===== config.mk =====
export PLATFORM = sky130hd
export DESIGN_NAME = windowed_watchdog_timer
export DESIGN_NICKNAME = d
export VERILOG_FILES = /design/src/logic/wdt_pkg.sv /design/src/logic/wdt_tick_sync.sv /design/src/logic/windowed_watchdog_timer.sv
export SDC_FILE = /design/constraint.sdc
export NUM_CORES = 1
export LEC_CHECK = 0
export ABC_AREA = 1
export BUFFER_PORTS_ARGS = -buffer_cell sky130_fd_sc_hd__buf_2
export CAP_MARGIN = 20
export CORE_AREA = 2 2 115 72
export DETAILED_ROUTE_END_ITERATION = 10
export DIE_AREA = 0 0 117 74
export HOLD_SLACK_MARGIN = 0.08
export PLACE_DENSITY = 0.79
export SLEW_MARGIN = 5
export SYNTH_ARGS = -nofsm -noshare
export SYNTH_HDL_FRONTEND = slang
export SYNTH_SLANG_ARGS = --single-unit

===== constraint.sdc =====
create_clock -name clock_i -period 6.9 [get_ports clock_i]
set_clock_uncertainty 0.1 [all_clocks]
set_input_delay 0.69 -clock clock_i [delete_from_list [all_inputs] [get_ports clock_i]]
set_output_delay 0.69 -clock clock_i [all_outputs]
set_load 0.02 [all_outputs]

===== src/logic/wdt_pkg.sv =====
// Constants used by the windowed watchdog, not by its tick synchroniser.
// Assumes a 40 MHz system clock and a slow tick pin of about 1 kHz.
package wdt_pkg;

	////////////////////////////////////////////////////////////////////////
	// Register map
	localparam logic [7:0] watchdog_control_offset = 8'h00;
	localparam logic [7:0] watchdog_status_offset  = 8'h01;

	////////////////////////////////////////////////////////////////////////
	// Field layout
	localparam int window_sel_msb  = 7;
	localparam int window_sel_lsb  = 4;
	localparam int timeout_sel_msb = 3;
	localparam int timeout_sel_lsb = 0;
	localparam int lock_bit        = 7;
	localparam int sync_bit        = 0;

	localparam logic [7:0] status_reset  = 8'h00;
	localparam logic [7:0] read_unmapped = 8'h00;

	////////////////////////////////////////////////////////////////////////
	// Timing
	localparam logic [3:0] sel_off      = 4'h0;
	localparam logic [3:0] sel_max      = 4'hb;
	localparam int         sel_shift    = 2;
	localparam int         count_width  = 14;
	localparam logic [1:0] cross_ticks  = 2'h2;

	typedef enum logic [2:0] {
		wd_idle,
		wd_normal,
		wd_open_first,
		wd_closed,
		wd_open
	} wd_state_t;

endpackage


===== src/logic/wdt_tick_sync.sv =====
// Brings the slow watchdog tick pin into the system clock domain.
// Assumes the tick pin is asynchronous to clock_i and much slower.
`timescale 1ns/100ps
module wdt_tick_sync
(
	input  wire logic clock_i,
	input  wire logic rstn_i,
	input  wire logic tick_pin_i,
	output logic      tick_en_o
);

	logic meta;
	logic stable;
	logic stable_d;

	always_ff @(posedge clock_i or negedge rstn_i)
	begin
		if (!rstn_i)
		begin
			meta     <= 1'b0;
			stable   <= 1'b0;
			stable_d <= 1'b0;
		end
		else
		begin
			meta     <= tick_pin_i;
			stable   <= meta;
			stable_d <= stable;
		end
	end

	// One enable pulse per rising edge of the tick
	always_ff @(posedge clock_i or negedge rstn_i)
	begin
		if (!rstn_i)
			tick_en_o <= 1'b0;
		else
			tick_en_o <= stable & ~stable_d;
	end

endmodule


===== src/logic/windowed_watchdog_timer.sv =====
// Windowed watchdog: register port, protected control, tick domain timer.
// Assumes the tick pin runs near 1 kHz; the other inputs are on clock_i.
//
// Added by the designer: strobed register access.
`timescale 1ns/100ps
module windowed_watchdog_timer
(
	input  wire logic       clock_i,
	input  wire logic       rstn_i,
	input  wire logic [7:0] addr_i,
	input  wire logic [7:0] wdata_i,
	input  wire logic       write_i,
	input  wire logic       read_i,
	output logic      [7:0] rdata_o,
	input  wire logic       change_protect_gate_i,
	input  wire logic [7:0] boot_config_fuse_i,
	input  wire logic       debug_halt_i,
	input  wire logic       restart_instruction_i,
	input  wire logic       watchdog_tick_clock_i,
	output logic            system_reset_o
);

	////////////////////////////////////////////////////////////////////////
	// Tick enable

	logic tick;

	wdt_tick_sync u_tick_sync
	(
		.clock_i    (clock_i),
		.rstn_i     (rstn_i),
		.tick_pin_i (watchdog_tick_clock_i),
		.tick_en_o  (tick)
	);

	////////////////////////////////////////////////////////////////////////
	// Register decode

	logic [7:0] primary_control;
	logic       lock;
	logic       fuse_loaded;
	logic       sync_pending_flag;
	logic [1:0] sync_ticks;
	logic [7:0] active_control;

	wire sel_control = (addr_i == wdt_pkg::watchdog_control_offset);
	wire sel_status  = (addr_i == wdt_pkg::watchdog_status_offset);

	wire ctrl_write_ok = write_i & sel_control & change_protect_gate_i & ~lock;
	wire lock_set      = write_i & sel_status & change_protect_gate_i
	                     & wdata_i[wdt_pkg::lock_bit];
	wire lock_clear    = write_i & sel_status & change_protect_gate_i & debug_halt_i
	                     & ~wdata_i[wdt_pkg::lock_bit];

	wire fuse_enabled  = boot_config_fuse_i[wdt_pkg::timeout_sel_msb:wdt_pkg::timeout_sel_lsb]
	                     != wdt_pkg::sel_off;

	wire [7:0] status_value = {lock, 6'h00, sync_pending_flag};

	wire [7:0] next_rdata = sel_control ? primary_control :
	                        sel_status  ? status_value : wdt_pkg::read_unmapped;

	always_ff @(posedge clock_i or negedge rstn_i)
	begin
		if (!rstn_i)
			rdata_o <= 8'h00;
		else if (read_i)
			rdata_o <= next_rdata;
		else
			rdata_o <= 8'h00;
	end

	////////////////////////////////////////////////////////////////////////
	// Control and lock

	// Fuse is sampled on the first edge after reset release, never by reset
	always_ff @(posedge clock_i or negedge rstn_i)
	begin
		if (!rstn_i)
		begin
			fuse_loaded     <= 1'b0;
			primary_control <= 8'h00;
			lock            <= wdt_pkg::status_reset[wdt_pkg::lock_bit];
		end
		else if (!fuse_loaded)
		begin
			fuse_loaded     <= 1'b1;
			primary_control <= boot_config_fuse_i;
			lock            <= fuse_enabled;
		end
		else
		begin
			if (ctrl_write_ok)
				primary_control <= wdata_i;
			if (lock_set)
				lock <= 1'b1;
			else if (lock_clear)
				lock <= 1'b0;
		end
	end

	////////////////////////////////////////////////////////////////////////
	// Control transfer into the tick domain

	wire ctrl_start = ctrl_write_ok | ~fuse_loaded;
	wire ctrl_done  = sync_pending_flag & tick & (sync_ticks == wdt_pkg::cross_ticks - 2'h1);

	always_ff @(posedge clock_i or negedge rstn_i)
	begin
		if (!rstn_i)
		begin
			sync_pending_flag <= wdt_pkg::status_reset[wdt_pkg::sync_bit];
			sync_ticks        <= 2'h0;
		end
		else if (ctrl_start)
		begin
			sync_pending_flag <= 1'b1;
			sync_ticks        <= 2'h0;
		end
		else if (ctrl_done)
			sync_pending_flag <= 1'b0;
		else if (sync_pending_flag && tick)
			sync_ticks <= sync_ticks + 2'h1;
	end

	always_ff @(posedge clock_i or negedge rstn_i)
	begin
		if (!rstn_i)
			active_control <= 8'h00;
		else if (ctrl_done)
			active_control <= primary_control;
	end

	////////////////////////////////////////////////////////////////////////
	// Restart handshake

	// Request held until acknowledged on the second tick; extra pulses dropped
	logic       restart_req;
	logic [1:0] restart_ticks;

	wire restart_ack = restart_req & tick & (restart_ticks == wdt_pkg::cross_ticks - 2'h1);

	always_ff @(posedge clock_i or negedge rstn_i)
	begin
		if (!rstn_i)
		begin
			restart_req   <= 1'b0;
			restart_ticks <= 2'h0;
		end
		else if (!restart_req)
		begin
			restart_req   <= restart_instruction_i;
			restart_ticks <= 2'h0;
		end
		else if (restart_ack)
			restart_req <= 1'b0;
		else if (tick)
			restart_ticks <= restart_ticks + 2'h1;
	end

	////////////////////////////////////////////////////////////////////////
	// Period decode

	wire [3:0] win_code = active_control[wdt_pkg::window_sel_msb:wdt_pkg::window_sel_lsb];
	wire [3:0] per_code = active_control[wdt_pkg::timeout_sel_msb:wdt_pkg::timeout_sel_lsb];

	// Reserved codes behave as the longest period
	wire [3:0] win_clip = (win_code > wdt_pkg::sel_max) ? wdt_pkg::sel_max : win_code;
	wire [3:0] per_clip = (per_code > wdt_pkg::sel_max) ? wdt_pkg::sel_max : per_code;

	wire enabled     = (per_code != wdt_pkg::sel_off);
	wire window_mode = (win_code != wdt_pkg::sel_off);

	wire [wdt_pkg::count_width-1:0] closed_last =
		(wdt_pkg::count_width'(1) << (win_clip + 4'(wdt_pkg::sel_shift)))
		- wdt_pkg::count_width'(1);
	wire [wdt_pkg::count_width-1:0] open_last =
		(wdt_pkg::count_width'(1) << (per_clip + 4'(wdt_pkg::sel_shift)))
		- wdt_pkg::count_width'(1);

	////////////////////////////////////////////////////////////////////////
	// Timer state

	wdt_pkg::wd_state_t             state;
	wdt_pkg::wd_state_t             next_state;
	logic [wdt_pkg::count_width-1:0] count;
	logic [wdt_pkg::count_width-1:0] next_count;
	logic                            halted;
	logic                            next_fire;

	wire resume    = halted & ~debug_halt_i;
	wire at_open   = (count == open_last);
	wire at_closed = (count == closed_last);

	always_comb
	begin
		next_state = state;
		next_count = count;
		next_fire  = 1'b0;
		if (!enabled)
		begin
			next_state = wdt_pkg::wd_idle;
			next_count = '0;
		end
		else if (debug_halt_i)
			next_count = '0;
		else if (ctrl_done || resume || state == wdt_pkg::wd_idle)
		begin
			next_count = '0;
			next_state = window_mode ? wdt_pkg::wd_open_first : wdt_pkg::wd_normal;
		end
		else
		begin
			case (state)
				wdt_pkg::wd_normal:
				begin
					if (restart_ack)
						next_count = '0;
					else if (tick && at_open)
						next_fire = 1'b1;
					else if (tick)
						next_count = count + 1'b1;
				end
				wdt_pkg::wd_open_first, wdt_pkg::wd_open:
				begin
					if (restart_ack)
					begin
						next_count = '0;
						next_state = wdt_pkg::wd_closed;
					end
					else if (tick && at_open)
						next_fire = 1'b1;
					else if (tick)
						next_count = count + 1'b1;
				end
				wdt_pkg::wd_closed:
				begin
					if (restart_ack)
						next_fire = 1'b1;
					else if (tick && at_closed)
					begin
						next_count = '0;
						next_state = wdt_pkg::wd_open;
					end
					else if (tick)
						next_count = count + 1'b1;
				end
				default:
				begin
					next_count = '0;
					next_state = wdt_pkg::wd_idle;
				end
			endcase
		end
	end

	always_ff @(posedge clock_i or negedge rstn_i)
	begin
		if (!rstn_i)
		begin
			state  <= wdt_pkg::wd_idle;
			count  <= '0;
			halted <= 1'b0;
		end
		else
		begin
			state  <= next_state;
			count  <= next_count;
			halted <= debug_halt_i;
		end
	end

	// Held until the system reset comes back on rstn_i
	always_ff @(posedge clock_i or negedge rstn_i)
	begin
		if (!rstn_i)
			system_reset_o <= 1'b0;
		else if (next_fire)
			system_reset_o <= 1'b1;
	end

endmodule


# After elaboration in Yosys (flattened, before gate mapping)
# Cells that the tools add are included.
[totals]
register_bits = 55
in_bits = 32
elab_cells = 131
[op_classes]
add_sub_neg = 7
n_lt_le_gt_ge = 2
eq_ne = 21
shift = 2
n_mux = 44
bitwise_logic = 20
n_reduce_logical = 18
[ops]
columns = ["op", "count"]
rows = [
  ["$mux 14", 8],
  ["$mux 8", 5],
  ["$eq 14x14->1", 2],
  ["$pmux 14 s2", 1],
  ["$shl 1x4->14 const A", 2],
  ["$sub 14x2->14 const B", 2],
  ["$mux 3", 6],
  ["$add 14x1->14 const B", 1],
  ["$and 1x1->1", 14],
  ["$mux 2", 7],
  ["$mux 1", 13],
  ["$ne 4x4->1 const B", 3],
  ["$reduce_bool 4->1", 3],
  ["$pmux 3 s3", 1],
  ["$add 4x2->4 const B", 2],
  ["$eq 8x1->1 const B", 1],
  ["$gt 4x4->1 const B", 2],
  ["$logic_not 8->1", 1],
  ["$mux 4", 2],
  ["$eq 3x2->1 const B", 2],
  ["$ne 2x2->1 const B", 3],
  ["$ne 6x6->1 const B", 1],
  ["$reduce_and 2->1", 3],
  ["$ne 5x5->1 const B", 1],
  ["17 further kinds", 28],
]

# Depth between registers and ports, before layout
# Gate-level depths: netlist (run 1).
[depth]
word_depth = 13
mapped_depth = 26
depth_no_buf = 24

# Hierarchy
# A second synthesis (run 1) with hierarchy kept.
[unflattened]
hier_cells = 577
hier_area_um2 = 3947.5
[by_module_without_submodules]
columns = ["module", "n_inst", "cells_each", "area_per_inst_um2"]
rows = [
  ["windowed_watchdog_timer", 1, 571, 3837.4],
  ["wdt_tick_sync", 1, 6, 110.1],
]

# Worst setup path after synthesis (run 1)
# Ideal clock, no wire load.
[synth_timing]
path_type = "reg-to-reg"
from = "register active_control[7]"
to = "register count[0] (netlist name)"
setup_time_ps = 117
arrival_ps = 2803
path_slack_ps = 3880
stages_incl_launch_ff = 25
n_path_buf = 2
cell_sequence = "dfrtp_1 buf_4 nand2_2 nand2_1 ha_1 inv_1 nand3_1 inv_1 nand2_1 ha_1 nand2_1 nand2_1 nor2_1 nand3_1 nor2_1 nand2_1 nor2_1 nand3_1 nor2_1 nand3_1 nand2_1 nand2_2 buf_4 nand3_1 nand2_1"
[synth_between]
elab_chain_len = 13
[synth_lines]
columns = ["item", "line_no", "text"]
rows = [
  ["start: declaration", "windowed_watchdog_timer.sv:44", "logic [7:0] active_control;"],
  ["start signal: assignment", "windowed_watchdog_timer.sv:131", "active_control <= primary_control;"],
  ["$gt 4x4->1", "windowed_watchdog_timer.sv:168", "wire [3:0] win_clip = (win_code > wdt_pkg::sel_max) ? wdt_pkg::sel_max : win_code;"],
  ["$mux 4 (*)", "windowed_watchdog_timer.sv:168", ""],
  ["$add 4x2->4 (*)", "windowed_watchdog_timer.sv:175", "(wdt_pkg::count_width'(1) << (win_clip + 4'(wdt_pkg::sel_shift)))"],
  ["$shl 1x4->14 (*)", "windowed_watchdog_timer.sv:175", ""],
  ["$sub 14x2->14 (*)", "windowed_watchdog_timer.sv:176", "- wdt_pkg::count_width'(1);"],
  ["$eq 14x14->1 (*)", "windowed_watchdog_timer.sv:193", "wire at_closed = (count == closed_last);"],
  ["$logic_and 1x1->1 (*)", "windowed_watchdog_timer.sv:240", "else if (tick && at_closed)"],
  ["$mux 14 (*)", "windowed_watchdog_timer.sv:240", ""],
  ["$mux 14 (*)", "windowed_watchdog_timer.sv:238", "if (restart_ack)"],
  ["$pmux 14 s2 (*)", "windowed_watchdog_timer.sv:214", "case (state)"],
  ["$mux 14 (*)", "windowed_watchdog_timer.sv:207", "else if (ctrl_done || resume || state == wdt_pkg::wd_idle)"],
  ["$mux 14 (*)", "windowed_watchdog_timer.sv:205", "else if (debug_halt_i)"],
  ["$mux 14 (*)", "windowed_watchdog_timer.sv:200", "if (!enabled)"],
  ["end signal: assignment", "windowed_watchdog_timer.sv:268", "count <= next_count;"],
  ["end: declaration", "windowed_watchdog_timer.sv:186", "logic [wdt_pkg::count_width-1:0] count;"],
]
# Every way passes the cells marked *; elsewhere a longest branch is shown, timed or not. The select of a mux whose other input is x is not followed.
# A chain may end at the register's enable or synchronous reset.

# Worst setup path in the final report (run 1)
[layout_timing]
from = "register active_control[3]"
to = "register count[9] (netlist name)"
[layout_between]
elab_chain_len = 9
word_cells_on_any_way = 12
[layout_lines]
columns = ["item", "line_no", "text"]
rows = [
  ["$gt 4x4->1", "windowed_watchdog_timer.sv:169", "wire [3:0] per_clip = (per_code > wdt_pkg::sel_max) ? wdt_pkg::sel_max : per_code;"],
  ["$mux 4", "windowed_watchdog_timer.sv:169", ""],
  ["$add 4x2->4", "windowed_watchdog_timer.sv:178", "(wdt_pkg::count_width'(1) << (per_clip + 4'(wdt_pkg::sel_shift)))"],
  ["$shl 1x4->14", "windowed_watchdog_timer.sv:178", ""],
  ["$sub 14x2->14", "windowed_watchdog_timer.sv:179", "- wdt_pkg::count_width'(1);"],
  ["$eq 14x14->1", "windowed_watchdog_timer.sv:192", "wire at_open = (count == open_last);"],
  ["$logic_and 1x1->1", "windowed_watchdog_timer.sv:219, windowed_watchdog_timer.sv:231", ""],
  ["$ne 6x6->1 (no source line)", "--", ""],
  ["$reduce_and 2->1 (no source line)", "--", ""],
]
# Parallel ways exist; a longest one is shown, timed or not.

==> results.rst, run 1 <==
.. list-table::
   :header-rows: 1

   * - Metric
     - Value
   * - Outcome
     - finished clean
   * - Clk root buf
     - clkbuf_16
   * - Synthesized net count
     - 588
   * - Standard-cell rows
     - 25
   * - Wire length of the first global-routing pass
     - approximately 16000 µm
   * - Average wire per standard cell
     - 13.85 µm
   * - Length of the first detailed-routing pass in iterations
     - 5
   * - Most instantiated cells after synthesis
     - nand2_1 (161), nor2_1 (75), inv_1 (62), dfrtp_1 (55), nand3_1 (51)
   * - Clock tree from TritonCTS
     - done
   * - Startpoint Class
     - flip-flop
   * - Area of the die
     - roughly 0.0087 mm²
   * - Fin. max-slew vios
     - 0
   * - Number of warnings issued by yosys
     - 0
   * - Maximum fanout along the worst path
     - 15
   * - Post-synthesis cell type with the largest combined area
     - dfrtp_1
   * - Hold-fix buffer count after cts
     - 0
   * - R2r setup slk
     - 3.29 ns
   * - Sum of negative setup slack
     - 0 ns
   * - Clock network latency to the later pin of the worst-skew pair
     - around 0.3 ns
   * - Horizontal die dimension
     - roughly 120 µm
   * - Via count of the first global-routing pass
     - ~3300
   * - Worst R2R Path Depth
     - 24
   * - Number of register bits inferred by synthesis
     - 55
   * - Final instance area
     - 0.004205 mm²
   * - Areal power density over the cells
     - approximately 370 mW/mm²
   * - Placed cell areas
     - approximately 0.0040 mm²
   * - Achievable Freq
     - ~0.28 GHz
   * - Main flop type after synthesis
     - dfrtp_1
   * - Number of H-tree branching levels
     - 2
   * - Vias per cell
     - ~5.3
   * - Data arrival at the endpoint of the critical path
     - between 3 and 4 ns
   * - Hold Startpoint
     - u_tick_sync.meta
   * - Number of cells traversed by the worst hold path
     - 0
   * - Unrepaired setup endpoints after global routing
     - no
   * - Maximum number of pins on one net before global-route repair
     - 56
   * - Transition at the pin with the smallest max-transition slack
     - 0.7217 ns
   * - CTS sink count
     - 55
   * - Type of the worst setup path
     - flip-flop to flip-flop
   * - Share of synthesized registers carrying an async set or reset
     - 100.0%
   * - Post-CTS repair timing setup buffer count
     - 0
   * - Total CTS buffers
     - 5
   * - IO Pins
     - between 40 and 50
   * - Final global-route overflow total
     - 0
   * - Number of unique standard cell types used by synthesis
     - 45
   * - Synthesized instance count
     - 549
   * - Fraction of layout cells with a size suffix above 1
     - 12.46%
   * - Kind of end point of the critical path
     - flip-flop
   * - Residual antenna-violating net count after detailed routing
     - 0
   * - PostCTS Resize Cnt
     - 0
   * - Clock-pin slew on the worst setup and hold paths
     - about 0.070 ns
   * - Gp weighted congestion
     - between 0.9 and 1
   * - Antenna Diode Count
     - 0
   * - Number of flops mapped to enable cells by yosys
     - 0
   * - Starting density of the core
     - about half
   * - First-iteration detailed-routing DRC count
     - roughly 320
   * - Aggregate global-route resource usage
     - about a quarter
   * - Endpoint required time on the critical path
     - approximately 7 ns
   * - Largest voltage drop on the vdd net
     - 0.1730 mV
   * - RR Endpoint
     - count[9]
   * - Placed wire-length estimate
     - 7351 µm
   * - Drt drc
     - 0
   * - Final setup violating endpoints
     - 0
   * - Syn Area/Cell
     - about 6.8 µm²
   * - Leakage
     - approximately 2.2 nW
   * - Dominant cell by count in the synthesized netlist
     - nand2_1
   * - Filler cells
     - roughly 750
   * - Total via count after detailed routing
     - 3677
   * - Area growth from synthesis to layout
     - 12.45%
   * - Hold endpoint
     - u_tick_sync.stable
   * - Launch point of the worst reg-to-reg path
     - active_control[3]
   * - Count of final hold-check violations
     - 0
   * - Maximum capacitance violations
     - 0
   * - Area of the mapped netlist
     - roughly 0.0037 mm²
   * - Post-route clock period utilization
     - between 50% and 60%
   * - Post-Route WL
     - 9614 µm
   * - I/O Buffers
     - 40
   * - Initial antenna violation count
     - 0
   * - Portion of the post-synthesis area used by sequential elements
     - between 30% and 40%
   * - Dominant cells by area after synthesis
     - dfrtp_1 (37%), nand2_1 (16%), nor2_1 (7.5%), nand3_1 (6.8%), inv_1 (6.2%)
   * - Clock buffer depth
     - 2
   * - Placeable core region
     - around 0.0077 mm²
   * - Max_slew headroom
     - a little over 50%
   * - Type of the most critical hold path
     - flip-flop to flip-flop
   * - Fraction of post-synthesis cell area in the top cell type by area
     - between 30% and 40%
   * - Post-layout min period
     - ~3.6 ns
   * - Height of the die
     - around 74 µm
   * - Nets@finish
     - approximately 620
-- report_power, final --
part	internal [mW]	switching (mW)
clock	0.211	0.120
combinational	0.263	0.544
sequential	0.368	0.0550
-- per-layer routing --
metal	part of all wire, %	up-vias	track usage [%]
li1	-	1825	-
met1	51	1711	36.98
met2	39	132	33.85
met3	9.3	9	6.194
met4	0.73	0	4.314
met5	0	-	0
-- layout by cell type, fill, tap and decap left out, types with 9 or more instances in the layout --
cell type	synthesis	layout
nor2_1	75	75
xor2_1	11	11
nand3_1	51	51
dfrtp_1	55	55
a31oi_1	9	9
nor3_1	10	10
buf_2	5	40
a21oi_1	11	11
nand2_1	161	161
inv_1	62	62
o21ai_0	26	26
-- cell type report --
type,count,area (µm²),share of cell area (%)
sequential,55,1376,32.73
inverter,67,255.2,6.070
tap,108,135.1,3.213
clock inverter,3,71.32,1.696
multi-input combinational,415,2034,48.38
clock buffer,5,125.1,2.975
timing repair buffer,41,207.7,4.939
-- metrics by stage --
step           setup WS [ns]  util (%)  cells  hold WS [ns]  total power, mW
6_report               3.295     54.87    694        0.2588            1.561
4_1_cts                3.337     54.87    694        0.2596            1.551
2_1_floorplan          3.880         -    549        0.2312            1.052
3_3_place_gp           3.518     52.31    686        0.2468            1.201
5_1_grt                2.948     54.87    694        0.2657            1.695
3_5_place_dp           3.393     52.31    686        0.2412            1.212
-- state kept, by name, indices dropped and copies added (netlist names), 2 cells and up --
signal and count:
restart_ticks 2, active_control 8, state 3, primary_control 8, rdata_o 8, sync_ticks 2, count 14
-- worst max-delay path, stage by stage (launching register included) --
cell and delay (ns):
dfrtp_1 0.64, nand2_4 0.09, nand2_1 0.18, ha_1 0.23
inv_1 0.08, nand2_2 0.08, nand2_4 0.10, nor2_4 0.16
nand2_2 0.09, ha_1 0.32, nand2_1 0.08, o21ai_0 0.09
nor2_1 0.11, nand3_1 0.07, nor2_1 0.11, nand2_1 0.07
nor2_1 0.11, nand2_1 0.06, nor2_1 0.08, nand2_1 0.08
nand2_2 0.13, nand2_4 0.15, clkinv_2 0.18, nand2_1 0.07
nand2_1 0.08
-- kinds of logic after synthesis --
logic type               share of synthesized area, %
AO/OA/AOI/OAI                                   9.401
XOR/XNOR                                        4.349
adder cells (fa/ha/maj)                         2.342
buffers and inverters                           8.799
flip-flops                                      36.80
other                                          0.1003
AND/OR/NAND/NOR                                 38.21
-- worst max-delay path by stage --
stage	from	slack, ns	to
4_1_cts	active_control[3]	3.34	count[11]
5_1_grt	active_control[3]	2.95	count[7]
2_1_floorplan	active_control[7]	3.88	count[0]
3_5_place_dp	active_control[3]	3.39	count[1]
3_3_place_gp	active_control[3]	3.52	count[2]
6_report	active_control[3]	3.29	count[9]
Note: power is estimated with default switching activity, not from simulation.
==> run 2: changes to the inputs <==
- ABC_AREA: 1 -> 0
- CORE_AREA: 2 2 115 72 -> 2 2 120 75
- DIE_AREA: 0 0 117 74 -> 0 0 122 77
- clock period: 6.9 -> 3.8 ns (I/O delays scaled with it)
==> results.rst, run 2 <==
.. list-table::
   :header-rows: 1

   * - Metric
     - Value
   * - Post-route clock period utilization
     - a little over nine tenths
   * - Syn Area/Cell
     - slightly below 9 µm²
   * - Area of the mapped netlist
     - 0.004075 mm²
   * - Total via count after detailed routing
     - roughly 3800
   * - Post-layout min period
     - around 3.8 ns
   * - Maximum capacitance violations
     - 0
   * - Clock network latency to the later pin of the worst-skew pair
     - around 0.3 ns
   * - Starting density of the core
     - 49.13%
   * - Kind of end point of the critical path
     - flip-flop
   * - Vias per cell
     - 6.076
   * - Worst slack at placement
     - -0.1058 ns
   * - Gp weighted congestion
     - 0.8964
   * - Flip-flop count of the largest register, all copies and words added
     - 14
   * - Initial antenna violation count
     - 0
   * - Final instance area
     - 0.004965 mm²
   * - Max_slew headroom
     - between 40% and 50%
   * - Dominant cells by area after synthesis
     - dfrtp_1 (34%), nor2_1 (3.8%), mux2i_1 (3.7%), nand2_1 (3.3%), a21oi_1 (3.2%)
   * - Antenna Diode Count
     - 0
   * - Fraction of post-synthesis cell area in the top cell type by area
     - approximately a third
   * - Residual antenna-violating net count after detailed routing
     - 0
   * - Length of the first detailed-routing pass in iterations
     - 5
   * - Most common cell after layout, fill and taps aside
     - dfrtp_1
   * - Synthesized instance count
     - ~460
   * - I/O Buffers
     - 40
   * - Achievable Freq
     - 0.2661 GHz
   * - Synthesized net count
     - 498
   * - Final setup violating endpoints
     - 0
   * - Dominant cell by count in the synthesized netlist
     - dfrtp_1
   * - Outcome
     - finished clean
   * - Number of unique standard cell types used by synthesis
     - 79
   * - Smallest setup slack after layout
     - approximately 0.042 ns
   * - Sum of negative setup slack
     - 0 ns
   * - Area growth from synthesis to layout
     - 21.83%
   * - Maximum number of pins on one net before global-route repair
     - 29
   * - Aggregate global-route resource usage
     - 23.43%
   * - Average wire per standard cell
     - 17.70 µm
   * - CTS sink count
     - 55
   * - Number of warnings issued by yosys
     - 0
   * - Post-Route WL
     - approximately 11000 µm
   * - Type of the most critical hold path
     - input port to flip-flop
   * - Main flop type after synthesis
     - dfrtp_1
   * - Worst R2R Path Depth
     - 17
   * - Hold Slack
     - about 0.19 ns
   * - Startpoint Class
     - flip-flop
   * - Fin. max-slew vios
     - 0
   * - Clock tree from TritonCTS
     - done
   * - Most flop-heavy register
     - count
   * - Filler cells
     - 670
   * - Areal power density over the cells
     - 706.1 mW/mm²
   * - Number of H-tree branching levels
     - 2
   * - Maximum fanout along the worst path
     - 5
   * - Clock-pin slew on the worst setup and hold paths
     - approximately 0.070 ns
   * - Number of flops mapped to enable cells by yosys
     - 0
   * - Wire length of the first global-routing pass
     - ~17000 µm
   * - Transition at the pin with the smallest max-transition slack
     - slightly below 0.8 ns
   * - Post-synthesis cell type with the largest combined area
     - dfrtp_1
   * - Share of synthesized registers carrying an async set or reset
     - 100.0%
   * - Portion of the post-synthesis area used by sequential elements
     - roughly 34%
   * - Highest-count cells in the layout ignoring fill and taps
     - dfrtp_1 (55), buf_4 (41), buf_2 (40)
   * - First-iteration detailed-routing DRC count
     - approximately 380
   * - Largest voltage drop on the vdd net
     - approximately 0.45 mV
   * - Most instantiated cells after synthesis
     - dfrtp_1 (55), nor2_1 (41), nand2_1 (36), a21oi_1 (26), clkbuf_1 (18)
   * - Fraction of layout cells with a size suffix above 1
     - around 30%
   * - Via count of the first global-routing pass
     - roughly 3500
   * - IO Pins
     - 41
   * - Clk root buf
     - clkbuf_16
   * - Total CTS buffers
     - 5
   * - Nets@finish
     - 558
   * - Placed cell areas
     - between 0.004 and 0.005 mm²
   * - Leakage
     - between 2 and 2.5 nW
   * - Type of the worst setup path
     - flip-flop to flip-flop
   * - Standard-cell rows
     - 26
   * - Endpoint required time on the critical path
     - 3.91 ns
   * - Drt drc
     - 0
   * - Placed wire-length estimate
     - between 7000 and 8000 µm
   * - Data arrival at the endpoint of the critical path
     - 3.87 ns
   * - Height of the die
     - roughly 77 µm
   * - Final global-route overflow total
     - 0
   * - Placeable core region
     - 0.008295 mm²
   * - Count of final hold-check violations
     - 0
   * - Horizontal die dimension
     - roughly 120 µm
   * - Area of the die
     - approximately 0.0094 mm²
   * - Number of cells traversed by the worst hold path
     - 1
   * - Number of register bits inferred by synthesis
     - 55
   * - Clock buffer depth
     - 2
   * - Unrepaired setup endpoints after global routing
     - yes
[run 2: changes by cell type in the layout (fill, tap and decap cells not counted), moves of 9 or more]
cell / previous run / this run
o21ai_0: 26 / 10
mux2_2: 0 / 9
buf_4: 1 / 41
mux2i_1: 0 / 15
a21oi_1: 11 / 25
inv_1: 62 / 10
nand2_1: 161 / 35
nor2_1: 75 / 38
nand3_1: 51 / 14
[run 2: final timing paths]
path | from | endpoint | slack (ns)
min in group asynchronous | rstn_i | rdata_o[1] | 0.53
hold / removal | debug_halt_i | halted | 0.19
max in group asynchronous | rstn_i | rdata_o[5] | 2.27
setup reg to reg | active_control[7] | count[5] | 0.04
setup / recovery | active_control[7] | count[5] | 0.04
hold reg to reg | u_tick_sync.meta | u_tick_sync.stable | 0.25
[run 2: metal layers]
layer	vias up	share of wire [%]	global-route usage, %
met4	0	1.3	4.943
met5	-	0	0
met3	21	8.0	4.762
li1	1799	-	-
met2	171	45	34.53
met1	1849	46	35.35
[run 2: final cells by class]
type | count | area, µm² | share of cell area, %
well taps | 112 | 140.1 | 2.823
repair buffers | 90 | 615.6 | 12.40
multi-input cells | 355 | 2633 | 53.02
flip-flops and latches | 55 | 1376 | 27.72
clock buffers | 6 | 138.9 | 2.797
inverters | 12 | 45.04 | 0.9073
clock inverters | 2 | 16.27 | 0.3276
[run 2: where the power goes]
part | internal, mW | switching (mW)
Sequential | 0.668 | 0.120
Clock | 0.264 | 0.221
Combinational | 1.03 | 1.20
[run 2: kinds of logic (layout without fill, tap and decap cells)]
group | Yosys count | count (layout) | synth area share, %
buffers and inverters | 50 | 110 | 6.079
multiplexers | 24 | 24 | 6.171
flip-flops | 55 | 55 | 33.77
other | 1 | 1 | 0.09202
AND/OR/NAND/NOR | 196 | 196 | 28.09
adder cells (fa/ha/maj) | 8 | 8 | 2.395
XOR/XNOR | 23 | 23 | 5.680
AO/OA/AOI/OAI | 102 | 103 | 17.72
[run 2: timing repair]
action	4_1_cts	5_1_grt
setup buffers	7	13
endpoints found under the setup margin	12	17
gates resized for setup	6	31
hold buffers	2	0
cloned	1	0
hold endpoints to repair	28	0
pin swaps	4	23
[run 2: metrics by stage]
| stage | power, mW | instances | util (%) |
|---|---|---|---|
| 3_3_place_gp | 2.560 | 601 | 53.74 |
| 5_1_grt | 3.737 | 632 | 59.85 |
| 4_1_cts | 3.217 | 619 | 56.89 |
| 2_1_floorplan | 2.179 | 459 | - |
| 3_5_place_dp | 2.634 | 601 | 53.74 |
| 6_report | 3.505 | 632 | 59.85 |
[run 2: critical path: stages (launching register included)]
cell and delay (ns):
dfrtp_1 0.41, a21oi_2 0.19, inv_2 0.08, ha_4 0.18, buf_6 0.12, nor2_4 0.09
o211ai_1 0.10, buf_4 0.16, ha_4 0.17, buf_6 0.11, or4_4 0.46, a211o_1 0.29
nand4_1 0.15, nor4b_4 0.09, buf_4 0.15, a31oi_2 0.25, or4b_1 0.47, o211ai_1 0.10
==> run 3: changes to the inputs <==
- SKIP_LAST_GASP: default -> 1
- clock period: 3.8 -> 4.3 ns (I/O delays scaled with it)
==> results.rst, run 3 (same netlist as run 2, synthesis figures left out) <==
.. list-table::
   :header-rows: 1

   * - Metric
     - Value
   * - Outcome
     - finished clean
   * - Achievable Freq
     - 0.2453 GHz
   * - Kind of end point of the critical path
     - flip-flop
   * - Flip-flop count of the largest register, all copies and words added
     - 14
   * - Final setup violating endpoints
     - 0
   * - Most Frequent Cell on Critical Path
     - or2_2
   * - Nets@finish
     - roughly 520
   * - Number of H-tree branching levels
     - 2
   * - Clock-pin slew on the worst setup and hold paths
     - around 0.07 ns
   * - Fraction of layout cells with a size suffix above 1
     - between 20% and 30%
   * - Clock buffer depth
     - 2
   * - Total via count after detailed routing
     - roughly 3700
   * - Maximum capacitance violations
     - 0
   * - Highest-count cells in the layout ignoring fill and taps
     - dfrtp_1 (55), nor2_1 (40), buf_2 (40)
   * - First-iteration detailed-routing DRC count
     - 380
   * - Post-layout min period
     - 4.077 ns
   * - Area of all sequential standard cells
     - approximately 0.0014 mm²
   * - Placed wire-length estimate
     - just over 7000 µm
   * - Endpoint required time on the critical path
     - 4.44 ns
   * - Horizontal die dimension
     - approximately 120 µm
   * - Most common cell after layout, fill and taps aside
     - dfrtp_1
   * - I/O Buffers
     - 40
   * - Count of final hold-check violations
     - 0
   * - Area of the die
     - between 0.009 and 0.01 mm²
   * - Areal power density over the cells
     - about 600 mW/mm²
   * - Critical path cell sequence
     - and2_4 -> or2_2 -> ha_1 -> nor2_2 -> a31oi_1 -> or2_2 -> ha_2 -> or3_1 -> a21boi_0 -> o211ai_1 -> a31o_2 -> nor4_4 -> buf_4 -> o21a_2 -> a221o_1
   * - Final global-route overflow total
     - 0
   * - Length of the first detailed-routing pass in iterations
     - 6
   * - Filler cells
     - approximately 740
   * - Residual antenna-violating net count after detailed routing
     - 0
   * - Transition at the pin with the smallest max-transition slack
     - about 0.79 ns
   * - Area of the multi-input gates
     - ~0.0025 mm²
   * - Most flop-heavy register
     - count
   * - IO Pins
     - 41
   * - Unrepaired setup endpoints after global routing
     - no
   * - Aggregate global-route resource usage
     - ~23%
   * - CTS sink count
     - 55
   * - Maximum fanout along the worst path
     - 14
   * - Worst slack at placement
     - 0.01987 ns
   * - Smallest setup slack after layout
     - about 0.22 ns
   * - Type of the worst setup path
     - flip-flop to flip-flop
   * - Largest voltage drop on the vdd net
     - roughly 0.4 mV
   * - Average wire per standard cell
     - 16.79 µm
   * - Fin. max-slew vios
     - 0
   * - Starting density of the core
     - about 49%
   * - Family with the most delay on the worst path
     - simple AND/OR/NAND/NOR gates
   * - Leakage
     - 1.989 nW
   * - Cell with the biggest individual delay on the critical path
     - or3_1
   * - Drt drc
     - 0
   * - Count of buffering cells on the critical path with inverters included
     - 1
   * - Via count of the first global-routing pass
     - between 3000 and 4000
   * - Maximum number of pins on one net before global-route repair
     - 56
   * - Clock network latency to the later pin of the worst-skew pair
     - 0.30 ns
   * - Sum of negative setup slack
     - 0 ns
   * - Wire length of the first global-routing pass
     - 16990 µm
   * - Clk root buf
     - clkbuf_16
   * - Initial antenna violation count
     - 0
   * - Data arrival at the endpoint of the critical path
     - 4.21 ns
   * - Antenna Diode Count
     - 0
   * - Placeable core region
     - between 0.008 and 0.009 mm²
   * - Vias per cell
     - just over 6
   * - Post-route clock period utilization
     - between 90 and 100%
   * - Standard-cell rows
     - 26
   * - Max_slew headroom
     - between 40 and 50%
   * - Delay of the slowest critical-path stage
     - just over 0.4 ns
   * - Height of the die
     - 77 µm
   * - Total CTS buffers
     - 5
   * - Post-Route WL
     - between 10000 and 15000 µm
   * - Clock tree from TritonCTS
     - done
   * - Area growth from synthesis to layout
     - 10.72%
   * - Gp weighted congestion
     - between 0.9 and 1
   * - Type of the most critical hold path
     - input port to flip-flop
   * - Startpoint Class
     - flip-flop
run 3: cell count changes in the layout (fill, tap and decap cells not counted), moves of 3 or more:
cell,delta
ha_4,-4
nor3b_2,-3
nor2_4,-3
buf_6,-6
buf_4,-24
nor3b_1,+3
run 3: report_power, final:
part	internal, mW	switching (mW)	total, mW
registers	0.591	0.0947	0.686
clock network	0.249	0.182	0.431
logic	0.662	0.918	1.58
total	1.50	1.19	2.70
run 3: worst paths after layout:
path	startpoint	end	slack (ns)	cells past startpoint
setup / recovery	active_control[3]	count[9]	0.22	15
hold / removal	watchdog_tick_clock_i	u_tick_sync.meta	0.14	1
setup reg to reg	active_control[3]	count[9]	0.22	15
hold reg to reg	u_tick_sync.meta	u_tick_sync.stable	0.26	0
max in group asynchronous	rstn_i	restart_ticks[1]	3.45	2
min in group asynchronous	rstn_i	active_control[2]	0.15	2
run 3: routing by layer:
metal  vias up  part of all wire, %  track usage, %
li1       1726                    -               -
met4         0                 0.46           4.253
met2       141                   44           33.41
met3         7                  7.7           4.836
met1      1799                   48           34.02
met5         -                    0               0
run 3: layout make-up:
cell class | count | area share (%)
Sequential cell | 55 | 30.50
Clock buffer | 8 | 3.466
Multi-Input combinational cell | 354 | 54.66
Timing Repair Buffer | 57 | 7.266
Tap cell | 112 | 3.106
Inverter | 12 | 0.9983
run 3: repair_timing:
action	in CTS	in global routing
endpoints found under the setup margin	10	15
gates cloned	0	0
resized for setup	1	4
pin swaps	0	1
buffers inserted	0	3
hold buffers	0	0
run 3: stage by stage:
stage               area (µm²)  instances  utilization [%]  hold WS (ns)  power [mW]
global route              4512        598            54.39        0.1258       2.899
floorplan                 4075        459                -       0.03441       1.891
global placement          4318        587            52.05        0.2321       2.142
detailed placement        4318        587            52.05        0.2442       2.195
CTS                       4476        595            53.95        0.1339       2.646
finish                    4512        598            54.39        0.1382       2.696
